## src/macd_pkg.sv

```systemverilog
package macd_pkg;

  localparam logic [3:0]  LINE_A       = 4'ha;
  localparam int          OP_TOP_POS   = 12;
  localparam int          OPMODE_POS   = 9;
  localparam int          EA_MODE_POS  = 3;
  localparam int          EXT_RY_POS   = 12;
  localparam int          EXT_SZ_POS   = 11;
  localparam int          EXT_SF_POS   = 9;
  localparam int          EXT_DIR_POS  = 8;
  localparam int          EXT_ULY_POS  = 7;
  localparam int          EXT_ULX_POS  = 6;
  localparam int          EXT_MAM_POS  = 5;
  localparam logic [2:0]  SEL_ACC      = 3'h0;
  localparam logic [2:0]  SEL_STAT     = 3'h4;
  localparam logic [2:0]  SEL_MASK     = 3'h6;
  localparam logic [1:0]  MV_LOAD      = 2'h0;
  localparam logic [1:0]  MV_STORE     = 2'h2;
  localparam logic [2:0]  EA_DREG      = 3'h0;
  localparam logic [2:0]  EA_AREG      = 3'h1;
  localparam logic [2:0]  EA_IND       = 3'h2;
  localparam logic [2:0]  EA_POSTINC   = 3'h3;
  localparam logic [2:0]  EA_PREDEC    = 3'h4;
  localparam logic [2:0]  EA_DISP16    = 3'h5;
  localparam logic [2:0]  EA_SPECIAL   = 3'h7;
  localparam logic [2:0]  EA_IMM_REG   = 3'h4;
  localparam logic [1:0]  SF_NONE      = 2'h0;
  localparam logic [1:0]  SF_LEFT      = 2'h1;
  localparam logic [1:0]  SF_RIGHT     = 2'h3;
  localparam int          ST_OMC       = 7;
  localparam int          ST_SU        = 6;
  localparam int          ST_N         = 3;
  localparam int          ST_Z         = 2;
  localparam int          ST_V         = 1;
  localparam int          ST_C         = 0;
  localparam logic [31:0] ACC_RESET    = 32'h0;
  localparam logic [7:0]  STAT_RESET   = 8'h0;
  localparam logic [15:0] MASK_RESET   = 16'hffff;
  localparam logic [15:0] ONES_HI      = 16'hffff;

  typedef struct packed {
    logic       valid;
    logic [15:0] op;
    logic [15:0] ext;
    logic [31:0] src_x;
    logic [31:0] src_y;
    logic [31:0] ea_addr;
    logic [31:0] ea_data;
  } macd_req_s;

  typedef struct packed {
    logic        we;
    logic [3:0]  idx;
    logic [31:0] data;
  } macd_wb_s;

  typedef struct packed {
    logic       we;
    logic [3:0] nzvc;
  } macd_cc_s;

  typedef struct packed {
    logic [3:0] rx;
    logic [3:0] ry;
    logic [3:0] rw;
    logic [2:0] ea_mode;
    logic [2:0] ea_reg;
    logic       size_long;
    logic [1:0] shift;
    logic       subtract;
    logic       y_upper;
    logic       x_upper;
    logic       masked;
  } macd_fields_s;

endpackage

```

## src/macd_field_decode.sv

```systemverilog
`timescale 1ns/1ps
module macd_field_decode (
  input  wire logic [15:0]           op_i,
  input  wire logic [15:0]           ext_i,
  output macd_pkg::macd_fields_s     fld_o
);

  always_comb begin
    fld_o           = '0;
    fld_o.rx        = ext_i[3:0];
    fld_o.ry        = ext_i[macd_pkg::EXT_RY_POS +: 4];
    fld_o.rw        = {op_i[6], op_i[macd_pkg::OPMODE_POS +: 3]};
    fld_o.ea_mode   = op_i[macd_pkg::EA_MODE_POS +: 3];
    fld_o.ea_reg    = op_i[2:0];
    fld_o.size_long = ext_i[macd_pkg::EXT_SZ_POS];
    fld_o.shift     = ext_i[macd_pkg::EXT_SF_POS +: 2];
    fld_o.subtract  = ext_i[macd_pkg::EXT_DIR_POS];
    fld_o.y_upper   = ext_i[macd_pkg::EXT_ULY_POS];
    fld_o.x_upper   = ext_i[macd_pkg::EXT_ULX_POS];
    fld_o.masked    = ext_i[macd_pkg::EXT_MAM_POS];
  end

endmodule

```

## src/macd_unit.sv

```systemverilog
`timescale 1ns/1ps
// Overview of operation
// - Decode only opcodes with top nibble 1010
// - Y source from extension bits 15..12
// - Load destination from bits 6,11,10,9
// - Load forms accept only four address modes
// - Size bit: 0 word, 1 long operands
// - Shift: 00 none, 01 left, 11 right
// - Word ops pick upper or lower halves
// - Mask bit selects masked addressing
// - Masked: AND low address half with mask
// - Load forms write fetched long to destination
// - Multiply sets N, Z, V sticky, clears C
// - Move from accumulator copies all 32 bits
// - Move from status zero-extends eight bits
// - Move from mask one-extends sixteen bits
// - Move to accumulator sets N Z, clears V C
// - Status bits 3..0 copied to condition codes
// - Move to status takes low byte fields
// - Move to mask loads low sixteen bits
module macd_unit (
  input  wire logic                  mclk_i,
  input  wire logic                  rst_i,
  input  wire macd_pkg::macd_req_s   req_i,
  output macd_pkg::macd_wb_s         wb_o,
  output macd_pkg::macd_cc_s         cc_o,
  output logic [31:0]                mem_addr_o,
  output logic                       mem_addr_valid_o,
  output logic                       illegal_o,
  output logic                       done_o,
  output logic [31:0]                product_sum_reg_o,
  output logic [7:0]                 multiply_unit_status_o,
  output logic [15:0]                address_mask_o
);

  typedef enum logic [5:0] {
    MACD_OP_NONE   = 6'h01,
    MACD_OP_ARITH  = 6'h02,
    MACD_OP_LOAD   = 6'h04,
    MACD_OP_MVTO   = 6'h08,
    MACD_OP_MVFROM = 6'h10,
    MACD_OP_CCR    = 6'h20
  } macd_op_e;

  macd_pkg::macd_fields_s fld;
  macd_op_e               kind;
  logic [15:0]            op;
  logic [2:0]             sel;
  logic [1:0]             dir;
  logic                   ea_ok_load;
  logic                   ea_ok_move;
  logic [31:0]            move_src;
  logic [31:0]            xop;
  logic [31:0]            yop;
  logic [31:0]            prod;
  logic [31:0]            scaled;
  logic [32:0]            acc_sum;
  logic                   ovf;
  logic [31:0]            acc_next;
  logic [7:0]             mv_flags;

  logic [31:0]            product_sum_reg_q;
  logic [7:0]             multiply_unit_status_q;
  logic [15:0]            address_mask_q;

  macd_field_decode u_fields (
    .op_i  (req_i.op),
    .ext_i (req_i.ext),
    .fld_o (fld)
  );

  function automatic logic [31:0] half_pick(input logic [31:0] v, input logic upper, input logic long_op);
    logic [31:0] r;
    r = v;
    if (!long_op) begin
      r = upper ? {v[31:16], 16'h0000} : {v[15:0], 16'h0000};
    end
    return r;
  endfunction

  function automatic logic [7:0] nz_flags(input logic [31:0] v);
    logic [7:0] f;
    f           = 8'h00;
    f[macd_pkg::ST_N] = v[31];
    f[macd_pkg::ST_Z] = (v == 32'h0);
    return f;
  endfunction

  assign op  = req_i.op;
  assign sel = op[macd_pkg::OPMODE_POS +: 3];
  assign dir = op[7:6];

  always_comb begin
    ea_ok_load = 1'b0;
    unique case (fld.ea_mode)
      macd_pkg::EA_IND,
      macd_pkg::EA_POSTINC,
      macd_pkg::EA_PREDEC,
      macd_pkg::EA_DISP16: ea_ok_load = 1'b1;
      default:             ea_ok_load = 1'b0;
    endcase
  end

  assign ea_ok_move = (fld.ea_mode == macd_pkg::EA_DREG) || (fld.ea_mode == macd_pkg::EA_AREG) ||
                      (fld.ea_mode == macd_pkg::EA_SPECIAL && fld.ea_reg == macd_pkg::EA_IMM_REG);
  assign move_src   = req_i.ea_data;
  assign mv_flags   = nz_flags(move_src);

  always_comb begin
    kind = MACD_OP_NONE;
    if (op[macd_pkg::OP_TOP_POS +: 4] == macd_pkg::LINE_A) begin
      if (!op[8]) begin
        if (!op[7] && op[5:4] == 2'b00) begin
          kind = MACD_OP_ARITH;
        end else if (op[7] && ea_ok_load) begin
          kind = MACD_OP_LOAD;
        end
      end else if (dir == macd_pkg::MV_STORE && op[5:4] == 2'b00) begin
        if (sel == macd_pkg::SEL_ACC || sel == macd_pkg::SEL_STAT || sel == macd_pkg::SEL_MASK) begin
          kind = MACD_OP_MVFROM;
        end
      end else if (dir == 2'b11 && sel == macd_pkg::SEL_STAT && op[5:0] == 6'h00) begin
        kind = MACD_OP_CCR;
      end else if (dir == macd_pkg::MV_LOAD && ea_ok_move) begin
        if (sel == macd_pkg::SEL_ACC || sel == macd_pkg::SEL_STAT || sel == macd_pkg::SEL_MASK) begin
          kind = MACD_OP_MVTO;
        end
      end
    end
  end

  always_comb begin
    xop = half_pick(req_i.src_x, fld.x_upper, fld.size_long);
    yop = half_pick(req_i.src_y, fld.y_upper, fld.size_long);
    if (fld.size_long) begin
      prod = 32'(signed'(xop) * signed'(yop));
    end else begin
      prod = 32'(signed'({{16{xop[31]}}, xop[31:16]}) * signed'({{16{yop[31]}}, yop[31:16]}));
    end
    unique case (fld.shift)
      macd_pkg::SF_LEFT:  scaled = {prod[30:0], 1'b0};
      macd_pkg::SF_RIGHT: scaled = {prod[31], prod[31:1]};
      default:            scaled = prod;
    endcase
    if (fld.subtract) begin
      acc_sum = {product_sum_reg_q[31], product_sum_reg_q} - {scaled[31], scaled};
    end else begin
      acc_sum = {product_sum_reg_q[31], product_sum_reg_q} + {scaled[31], scaled};
    end
    ovf      = acc_sum[32] ^ acc_sum[31];
    acc_next = acc_sum[31:0];
  end

  always_ff @(posedge mclk_i) begin
    if (rst_i) begin
      product_sum_reg_q <= macd_pkg::ACC_RESET;
    end else if (req_i.valid) begin
      if (kind == MACD_OP_ARITH || kind == MACD_OP_LOAD) begin
        product_sum_reg_q <= acc_next;
      end else if (kind == MACD_OP_MVTO && sel == macd_pkg::SEL_ACC) begin
        product_sum_reg_q <= move_src;
      end
    end
  end

  always_ff @(posedge mclk_i) begin
    if (rst_i) begin
      multiply_unit_status_q <= macd_pkg::STAT_RESET;
    end else if (req_i.valid) begin
      if (kind == MACD_OP_ARITH || kind == MACD_OP_LOAD) begin
        multiply_unit_status_q[macd_pkg::ST_N] <= acc_next[31];
        multiply_unit_status_q[macd_pkg::ST_Z] <= (acc_next == 32'h0);
        multiply_unit_status_q[macd_pkg::ST_V] <= multiply_unit_status_q[macd_pkg::ST_V] | ovf;
        multiply_unit_status_q[macd_pkg::ST_C] <= 1'b0;
        multiply_unit_status_q[5:4]           <= 2'b00;
      end else if (kind == MACD_OP_MVTO && sel == macd_pkg::SEL_ACC) begin
        multiply_unit_status_q[5:0] <= mv_flags[5:0];
      end else if (kind == MACD_OP_MVTO && sel == macd_pkg::SEL_STAT) begin
        multiply_unit_status_q <= {move_src[macd_pkg::ST_OMC], move_src[macd_pkg::ST_SU], 2'b00,
                                   move_src[macd_pkg::ST_N], move_src[macd_pkg::ST_Z],
                                   move_src[macd_pkg::ST_V], 1'b0};
      end
    end
  end

  always_ff @(posedge mclk_i) begin
    if (rst_i) begin
      address_mask_q <= macd_pkg::MASK_RESET;
    end else if (req_i.valid && kind == MACD_OP_MVTO && sel == macd_pkg::SEL_MASK) begin
      address_mask_q <= move_src[15:0];
    end
  end

  always_ff @(posedge mclk_i) begin
    if (rst_i) begin
      wb_o <= '0;
    end else begin
      wb_o.we <= 1'b0;
      if (req_i.valid && kind == MACD_OP_LOAD) begin
        wb_o.we   <= 1'b1;
        wb_o.idx  <= fld.rw;
        wb_o.data <= req_i.ea_data;
      end else if (req_i.valid && kind == MACD_OP_MVFROM) begin
        wb_o.we  <= 1'b1;
        wb_o.idx <= op[3:0];
        unique case (sel)
          macd_pkg::SEL_ACC:  wb_o.data <= product_sum_reg_q;
          macd_pkg::SEL_STAT: wb_o.data <= {24'h000000, multiply_unit_status_q};
          default:            wb_o.data <= {macd_pkg::ONES_HI, address_mask_q};
        endcase
      end
    end
  end

  always_ff @(posedge mclk_i) begin
    if (rst_i) begin
      cc_o <= '0;
    end else begin
      cc_o.we <= req_i.valid && kind == MACD_OP_CCR;
      if (req_i.valid && kind == MACD_OP_CCR) begin
        cc_o.nzvc <= multiply_unit_status_q[3:0];
      end
    end
  end

  always_ff @(posedge mclk_i) begin
    if (rst_i) begin
      mem_addr_o       <= 32'h0;
      mem_addr_valid_o <= 1'b0;
    end else begin
      mem_addr_valid_o <= req_i.valid && kind == MACD_OP_LOAD;
      if (req_i.valid && kind == MACD_OP_LOAD) begin
        mem_addr_o <= fld.masked ? {req_i.ea_addr[31:16], req_i.ea_addr[15:0] & address_mask_q}
                                 : req_i.ea_addr;
      end
    end
  end

  always_ff @(posedge mclk_i) begin
    if (rst_i) begin
      illegal_o <= 1'b0;
      done_o    <= 1'b0;
    end else begin
      illegal_o <= req_i.valid && kind == MACD_OP_NONE;
      done_o    <= req_i.valid && kind != MACD_OP_NONE;
    end
  end

  always_ff @(posedge mclk_i) begin
    if (rst_i) begin
      product_sum_reg_o      <= macd_pkg::ACC_RESET;
      multiply_unit_status_o <= macd_pkg::STAT_RESET;
      address_mask_o         <= macd_pkg::MASK_RESET;
    end else begin
      product_sum_reg_o      <= product_sum_reg_q;
      multiply_unit_status_o <= multiply_unit_status_q;
      address_mask_o         <= address_mask_q;
    end
  end

endmodule

```

## config.mk

```make
export PLATFORM = sky130hd
export DESIGN_NAME = macd_unit
export DESIGN_NICKNAME = d
export VERILOG_FILES = /design/src/macd_pkg.sv /design/src/macd_field_decode.sv /design/src/macd_unit.sv
export SDC_FILE = /design/constraint.sdc
export NUM_CORES = 2
export LEC_CHECK = 0
export ABC_CLOCK_PERIOD_IN_PS = 17900
export BUFFER_PORTS_ARGS = -buffer_cell sky130_fd_sc_hd__buf_2
export CAP_MARGIN = 20
export CORE_MARGIN = 3
export CORE_UTILIZATION = 40
export CTS_CLUSTER_DIAMETER = 150
export DETAILED_ROUTE_END_ITERATION = 12
export GPL_ROUTABILITY_DRIVEN = 0
export GPL_TIMING_DRIVEN = 0
export PLACE_DENSITY = 0.63
export RECOVER_POWER = 50
export SLEW_MARGIN = 10
export SYNTH_ARGS = -nofsm -noshare
export SYNTH_HDL_FRONTEND = slang
export SYNTH_SLANG_ARGS = --single-unit
```

## constraint.sdc

```tcl
create_clock -name mclk_i -period 17.9 [get_ports mclk_i]
set_input_delay 2.685 -clock mclk_i [delete_from_list [all_inputs] [get_ports mclk_i]]
set_output_delay 2.685 -clock mclk_i [all_outputs]
set_load 0.005 [all_outputs]
```

# Word-level counts from Yosys, hierarchy flattened
# Cells that the tools add are included.
[totals]
elab_cells = 108
regBits = 189
[op_classes]
n_eq_ne = 21
mul = 2
add_sub_neg = 2
bitwise = 5
n_reduce_logical = 36
mux = 26
[op_table]
columns = ["op", "n"]
rows = [
  ["two-way mux 32 bit", 7],
  ["case mux 32 bit (2 select lines)", 2],
  ["two-way mux 37 bit", 2],
  ["logical NOT 32 bit", 2],
  ["two-way mux 6 bit", 7],
  ["adder 32 x 32 -> 33 bit", 1],
  ["two-way mux 33 bit", 1],
  ["subtractor 32 x 32 -> 33 bit", 1],
  ["multiplier 16 x 16 -> 32 bit", 1],
  ["multiplier 32 x 32 -> 32 bit", 1],
  ["== test 3 bit, second input constant", 6],
  ["AND 16 bit", 1],
  ["logical AND 1 bit", 16],
  ["two-way mux 16 bit", 1],
  ["two-way mux 4 bit", 2],
  ["== test 2 bit, second input constant", 3],
  ["== test 3 x 2 -> 1 bit, second input constant", 2],
  ["== test 6 x 1 -> 1 bit, second input constant", 1],
  ["== test 6 x 2 -> 1 bit, second input constant", 1],
  ["== test 6 x 3 -> 1 bit, second input constant", 1],
  ["== test 6 x 4 -> 1 bit, second input constant", 1],
  ["== test 6 x 5 -> 1 bit, second input constant", 1],
  ["== test 6 bit, second input constant", 1],
  ["logical NOT 3 bit", 2],
  ["19 further kinds", 28],
]

# Longest topological paths before layout
[logic_depth]
word_depth = 14
depth_mapped = 51
depth_no_buf = 41

# Modules after synthesis
# From an unflattened synthesis, not the netlist that was laid out.
[hier_totals]
cells_unflattened = 4564
hier_area_um2 = 38279.2
[by_module_without_submodules]
columns = ["mod", "area_each_um2", "cells_each", "n_inst"]
rows = [
  ["macd_unit", 38091.5, 4539, 1],
  ["macd_field_decode", 187.7, 25, 1],
]

# Least setup slack after synthesis
# No wires, ideal clock.
[synth_timing]
path_type = "in2reg"
startpoint = "input req_i[139] in the netlist's numbering"
endpoint = "register multiply_unit_status_q[2]"
required_ns = 17.804
setup_ns = 0.096
n_path_buf = 10
stages = 42
arrival_time_ns = 14.101
setup_slack_ns = 3.703
cell_sequence = "clkbuf_1 buf_2 clkbuf_1 buf_2 clkbuf_1 buf_2 clkbuf_1 clkbuf_1 clkbuf_1 nand2_1 nor2_1 fa_1 fa_1 inv_1 fa_1 fa_1 inv_1 fa_1 (+6 left out) o211ai_1 a211oi_1 nor2_1 xor2_1 a22oi_1 a222oi_1 or4b_4 nor4_4 a31oi_1 xnor2_1 ha_1 a21o_1 a211oi_1 o21ai_0 a31oi_1 xnor2_1 or4b_1 o41ai_2"
[synth_via]
elab_chain_len = 8
elab_cells_between_ends = 11
cone_classes = "add/sub: 2; mul: 2; mux: 6; reduce/logical: 1"
[synth_lines]
columns = ["item", "line_no", "rtl"]
rows = [
  ["from (decl)", "macd_unit.sv:24", "input wire macd_pkg::macd_req_s req_i,"],
  ["two-way mux 32 bit", "macd_unit.sv:75", "if (!long_op) begin"],
  ["multiplier 32 x 32 -> 32 bit / multiplier 16 x 16 -> 32 bit (equally long branches)", "macd_unit.sv:136, macd_unit.sv:138", ""],
  ["two-way mux 32 bit (*)", "macd_unit.sv:135", "if (fld.size_long) begin"],
  ["case mux 32 bit (2 select lines) (*)", "macd_unit.sv:140", "unique case (fld.shift)"],
  ["adder 32 x 32 -> 33 bit / subtractor 32 x 32 -> 33 bit (equally long branches)", "macd_unit.sv:148, macd_unit.sv:146", ""],
  ["two-way mux 33 bit (*)", "macd_unit.sv:145", "if (fld.subtract) begin"],
  ["logical NOT 32 bit (*)", "macd_unit.sv:172", "multiply_unit_status_q[macd_pkg::ST_Z] <= (acc_next == 32'h0);"],
  ["two-way mux 6 bit (*)", "macd_unit.sv:170", "if (kind == MACD_OP_ARITH || kind == MACD_OP_LOAD) begin"],
  ["to (signal, indexed assignment)", "macd_unit.sv:171", "multiply_unit_status_q[macd_pkg::ST_N] <= acc_next[31];"],
  ["to (signal, indexed assignment)", "macd_unit.sv:172", ""],
  ["to (signal, indexed assignment)", "macd_unit.sv:173", "multiply_unit_status_q[macd_pkg::ST_V] <= multiply_unit_status_q[macd_pkg::ST_V] | ovf;"],
  ["to (decl)", "macd_unit.sv:63", "logic [7:0] multiply_unit_status_q;"],
]
# Every way passes the cells marked *; elsewhere a longest branch is shown, timed or not.
# A chain may end at the register's enable or synchronous reset.

# Final worst setup path
[layout_timing]
startpoint = "input req_i[139] in the netlist's numbering"
endpoint = "register multiply_unit_status_q[1]"
[layout_via]
elab_chain_len = 9
elab_cells_between_ends = 12
cone_classes = "add/sub: 2; mul: 2; mux: 6; bitwise: 2"
[layout_lines]
columns = ["item", "line_no", "rtl"]
rows = [
  ["two-way mux 32 bit", "macd_unit.sv:75", ""],
  ["multiplier 32 x 32 -> 32 bit / multiplier 16 x 16 -> 32 bit (equally long branches)", "macd_unit.sv:136, macd_unit.sv:138", ""],
  ["two-way mux 32 bit (*)", "macd_unit.sv:135", ""],
  ["case mux 32 bit (2 select lines) (*)", "macd_unit.sv:140", ""],
  ["adder 32 x 32 -> 33 bit / subtractor 32 x 32 -> 33 bit (equally long branches)", "macd_unit.sv:148, macd_unit.sv:146", ""],
  ["two-way mux 33 bit (*)", "macd_unit.sv:145", ""],
  ["XOR 1 bit (*)", "macd_unit.sv:150", "ovf = acc_sum[32] ^ acc_sum[31];"],
  ["OR 1 bit (*)", "macd_unit.sv:173", ""],
  ["two-way mux 6 bit (*)", "macd_unit.sv:170", ""],
]
# Marked as above.

==> metrics.txt <==
largest area contributor in the synthesized netlist=fa_1; area share of the largest cell type after synthesis=35.27%; relative slew slack=19.17%; DRT antenna net count=0; Reg-to-Reg Start=product_sum_reg_q[0]; initial detailed-routing violation count=3519; Post-Synthesis Cells=4465; Post-synth EDFFs=0; TritonCTS buffer count=17; Setup WS pre-CTS=-950.3 ps; gr usage total=27.64%; Root Driver=clkbuf_16; Critical Path Stages=44; Final Worst Setup Slack=468.8 ps; CTS max path bufs=2; count of input and output buffers=265; # IOs=296; asr flop ratio synth=0%; Die Area=98940 um^2; # DRC=0; top post-synthesis cells by area=fa_1, dfxtp_1, ha_1; top_reg_cell synth=dfxtp_1; routed vias=34190; period utilisation layout=97.38%; number of global-route vias before repair=34640; Seq/Total Area, Yosys=9.568%; Post-CTS Hold Fix Bufs=0; Crit path buffers/inverters=11; Yosys reg bits=182; WL/cell=22.66 um; clk sinks=182; worst skew pair latency=430 ps; synthesized area=38080 um^2; max frequency=57.37 MHz; Synth Area per Inst=8.529 um^2; worst slew pin tran=1179 ps; layout cells sized above 1=6.640%; critical path startpoint=req_i[139]; Final Hold Vio Count=0; endpoints failing setup=0; Crit-path slowest cell=nor4b_1; Max Transition Viols Final=0; initial antenna violation count=8; critical path type=primary input to flip-flop; CTS tree=yes; Arrival @ worst endpoint=17730 ps; Area Overhead vs Synth=9.019%; RSZ-0062 raised after global routing=false; post-synthesis cell type count=96; top-count cell post-synth=inv_1; multi-input logic area=30640 um^2; Top delay family on crit path=adder cells; CP endpoint kind=flip-flop; vias per cell=5.669; crit path launch type=primary input; H-tree depth=4; Critical Path Sink=multiply_unit_status_q[1]; Core Box Area=93890 um^2; initial core utilization=40.56%; pin count of the biggest net entering global routing=20; Hold Crit Class=flip-flop to flip-flop; Sequential cell area=3643 um^2; WHS Path Cells=2; status=completed; max_cap viols=0; first-pass GRT wire length=209200 um; CP max FO=19; HPWL Detailed=113500 um; Site Rows=112; nets@finish=5860; r2r endpoint=multiply_unit_status_q[1]; most frequent CP cell=fa_1; Reg clk slew, reported paths=80 ps; Cells after DPL=5993; slowest stage delay, CP=750 ps; Total Wirelength=136700 um; min Tclk post-route=17430 ps; flop2flop setup slack=13110 ps; fin cells=6032; global route overflow=0; FF-to-FF path depth=17; Die X=314.6 um; yosys warns=0; first drt pass iteration count=6; die extent in y=314.6 um; Critical Path RT=18200 ps; Final Util=44.22%; # fillers=9496; top cells by count, synth=inv_1, fa_1, nand2_1; Worst Skew=15.43 ps
-- registers in the layout, indices dropped and copies added, names as in the netlist --
name                    flops
wb_o                       37
address_mask_q             16
multiply_unit_status_o      5
mem_addr_o                 32
mem_addr_valid_o            1
cc_o                        4
illegal_o                   1
address_mask_o             16
product_sum_reg_o          32
done_o                      1
product_sum_reg_q          32
multiply_unit_status_q      5
-- worst register-to-register path: stages, from the launching register on --
cell and delay [ps]:
dfxtp_1 300, inv_1 200, ha_1 220, inv_1 60, fa_1 420, a21o_1 190, a21oi_1 250, o21ai_0 220
a211oi_1 540, o41ai_1 200, o21a_1 220, o41ai_1 340, o21ai_0 210, a2111oi_0 440, a21oi_1 100, xnor2_1 150
xnor2_1 460, a211oi_1 140
-- metal layers --
metal	track usage [%]	share of wire, %	wire, um	up-vias
li1	-	-	-	15010
met1	36.20	40	54010	16980
met2	43.06	45	61160	1826
met3	7.090	11	14440	371
met4	12.21	5.1	6985	8
met5	0.3953	0.070	96	-
-- final cells by class --
cell class                      count  area share (%)
Timing Repair Buffer              275           3.089
Tap cell                         1254           3.779
Antenna cell                        4         0.02411
Sequential cell                   182           8.776
Multi-Input combinational cell   3278           73.80
Clock inverter                     13          0.2893
Inverter                          740           6.691
Clock buffer                       19           1.043
Buffer                            267           2.510
-- kinds of logic (layout without fill, tap and decap cells) --
| family | Yosys count | count (layout) | share of synthesized area, % |
|---|---|---|---|
| AOI/OAI and AO/OA | 564 | 564 | 10.13 |
| xor gates and xnor gates | 149 | 149 | 3.644 |
| adders and majority gates | 936 | 936 | 43.98 |
| buffers and inverters | 1008 | 1314 | 10.02 |
| DFF | 182 | 182 | 9.568 |
| muxes | 132 | 132 | 3.680 |
| other | 1 | 8 | 0.009847 |
| and+or+nand+nor | 1493 | 1493 | 18.96 |
-- how the worst min path moves through the flow --
stage	slack [ps]	from	end
3_5_place_dp	440	mem_addr_o[25]	mem_addr_o[25]
4_1_cts	450	mem_addr_o[25]	mem_addr_o[25]
6_report	450	mem_addr_o[25]	mem_addr_o[25]
5_1_grt	470	mem_addr_o[25]	mem_addr_o[25]
2_1_floorplan	450	address_mask_q[0]	address_mask_o[0]
3_3_place_gp	440	mem_addr_o[27]	mem_addr_o[27]
-- cells in the final DEF (no fill, tap or decap), types with 100 or more instances in the layout --
master,netlist,routed
a21oi_1,161,161
and3_1,254,254
buf_2,9,181
clkbuf_1,241,331
dfxtp_1,182,182
fa_1,671,671
ha_1,265,265
inv_1,740,740
nand2_1,449,449
nand3_1,137,137
nor2_1,370,370
xnor2_1,100,100
-- repair_timing --
action	in CTS	in global routing
setup endpoints to repair	4	4
pin swaps	0	1
resized for setup	1	7
buffers inserted	0	1
gates cloned	0	0
-- through the flow --
step                hold WS (ps)  cell area [um^2]  setup TNS (ps)
detailed placement         444.8             41030           -3789
CTS                        454.5             41580               0
global route               471.9             41510               0
floorplan                  446.5             38090               0
finish                     451.8             41520               0
global placement           439.4             40990           -3191
Power is left out: the tool's default activity adds up to more than one toggle a clock period on the data nets, which glitch-free logic cannot reach.
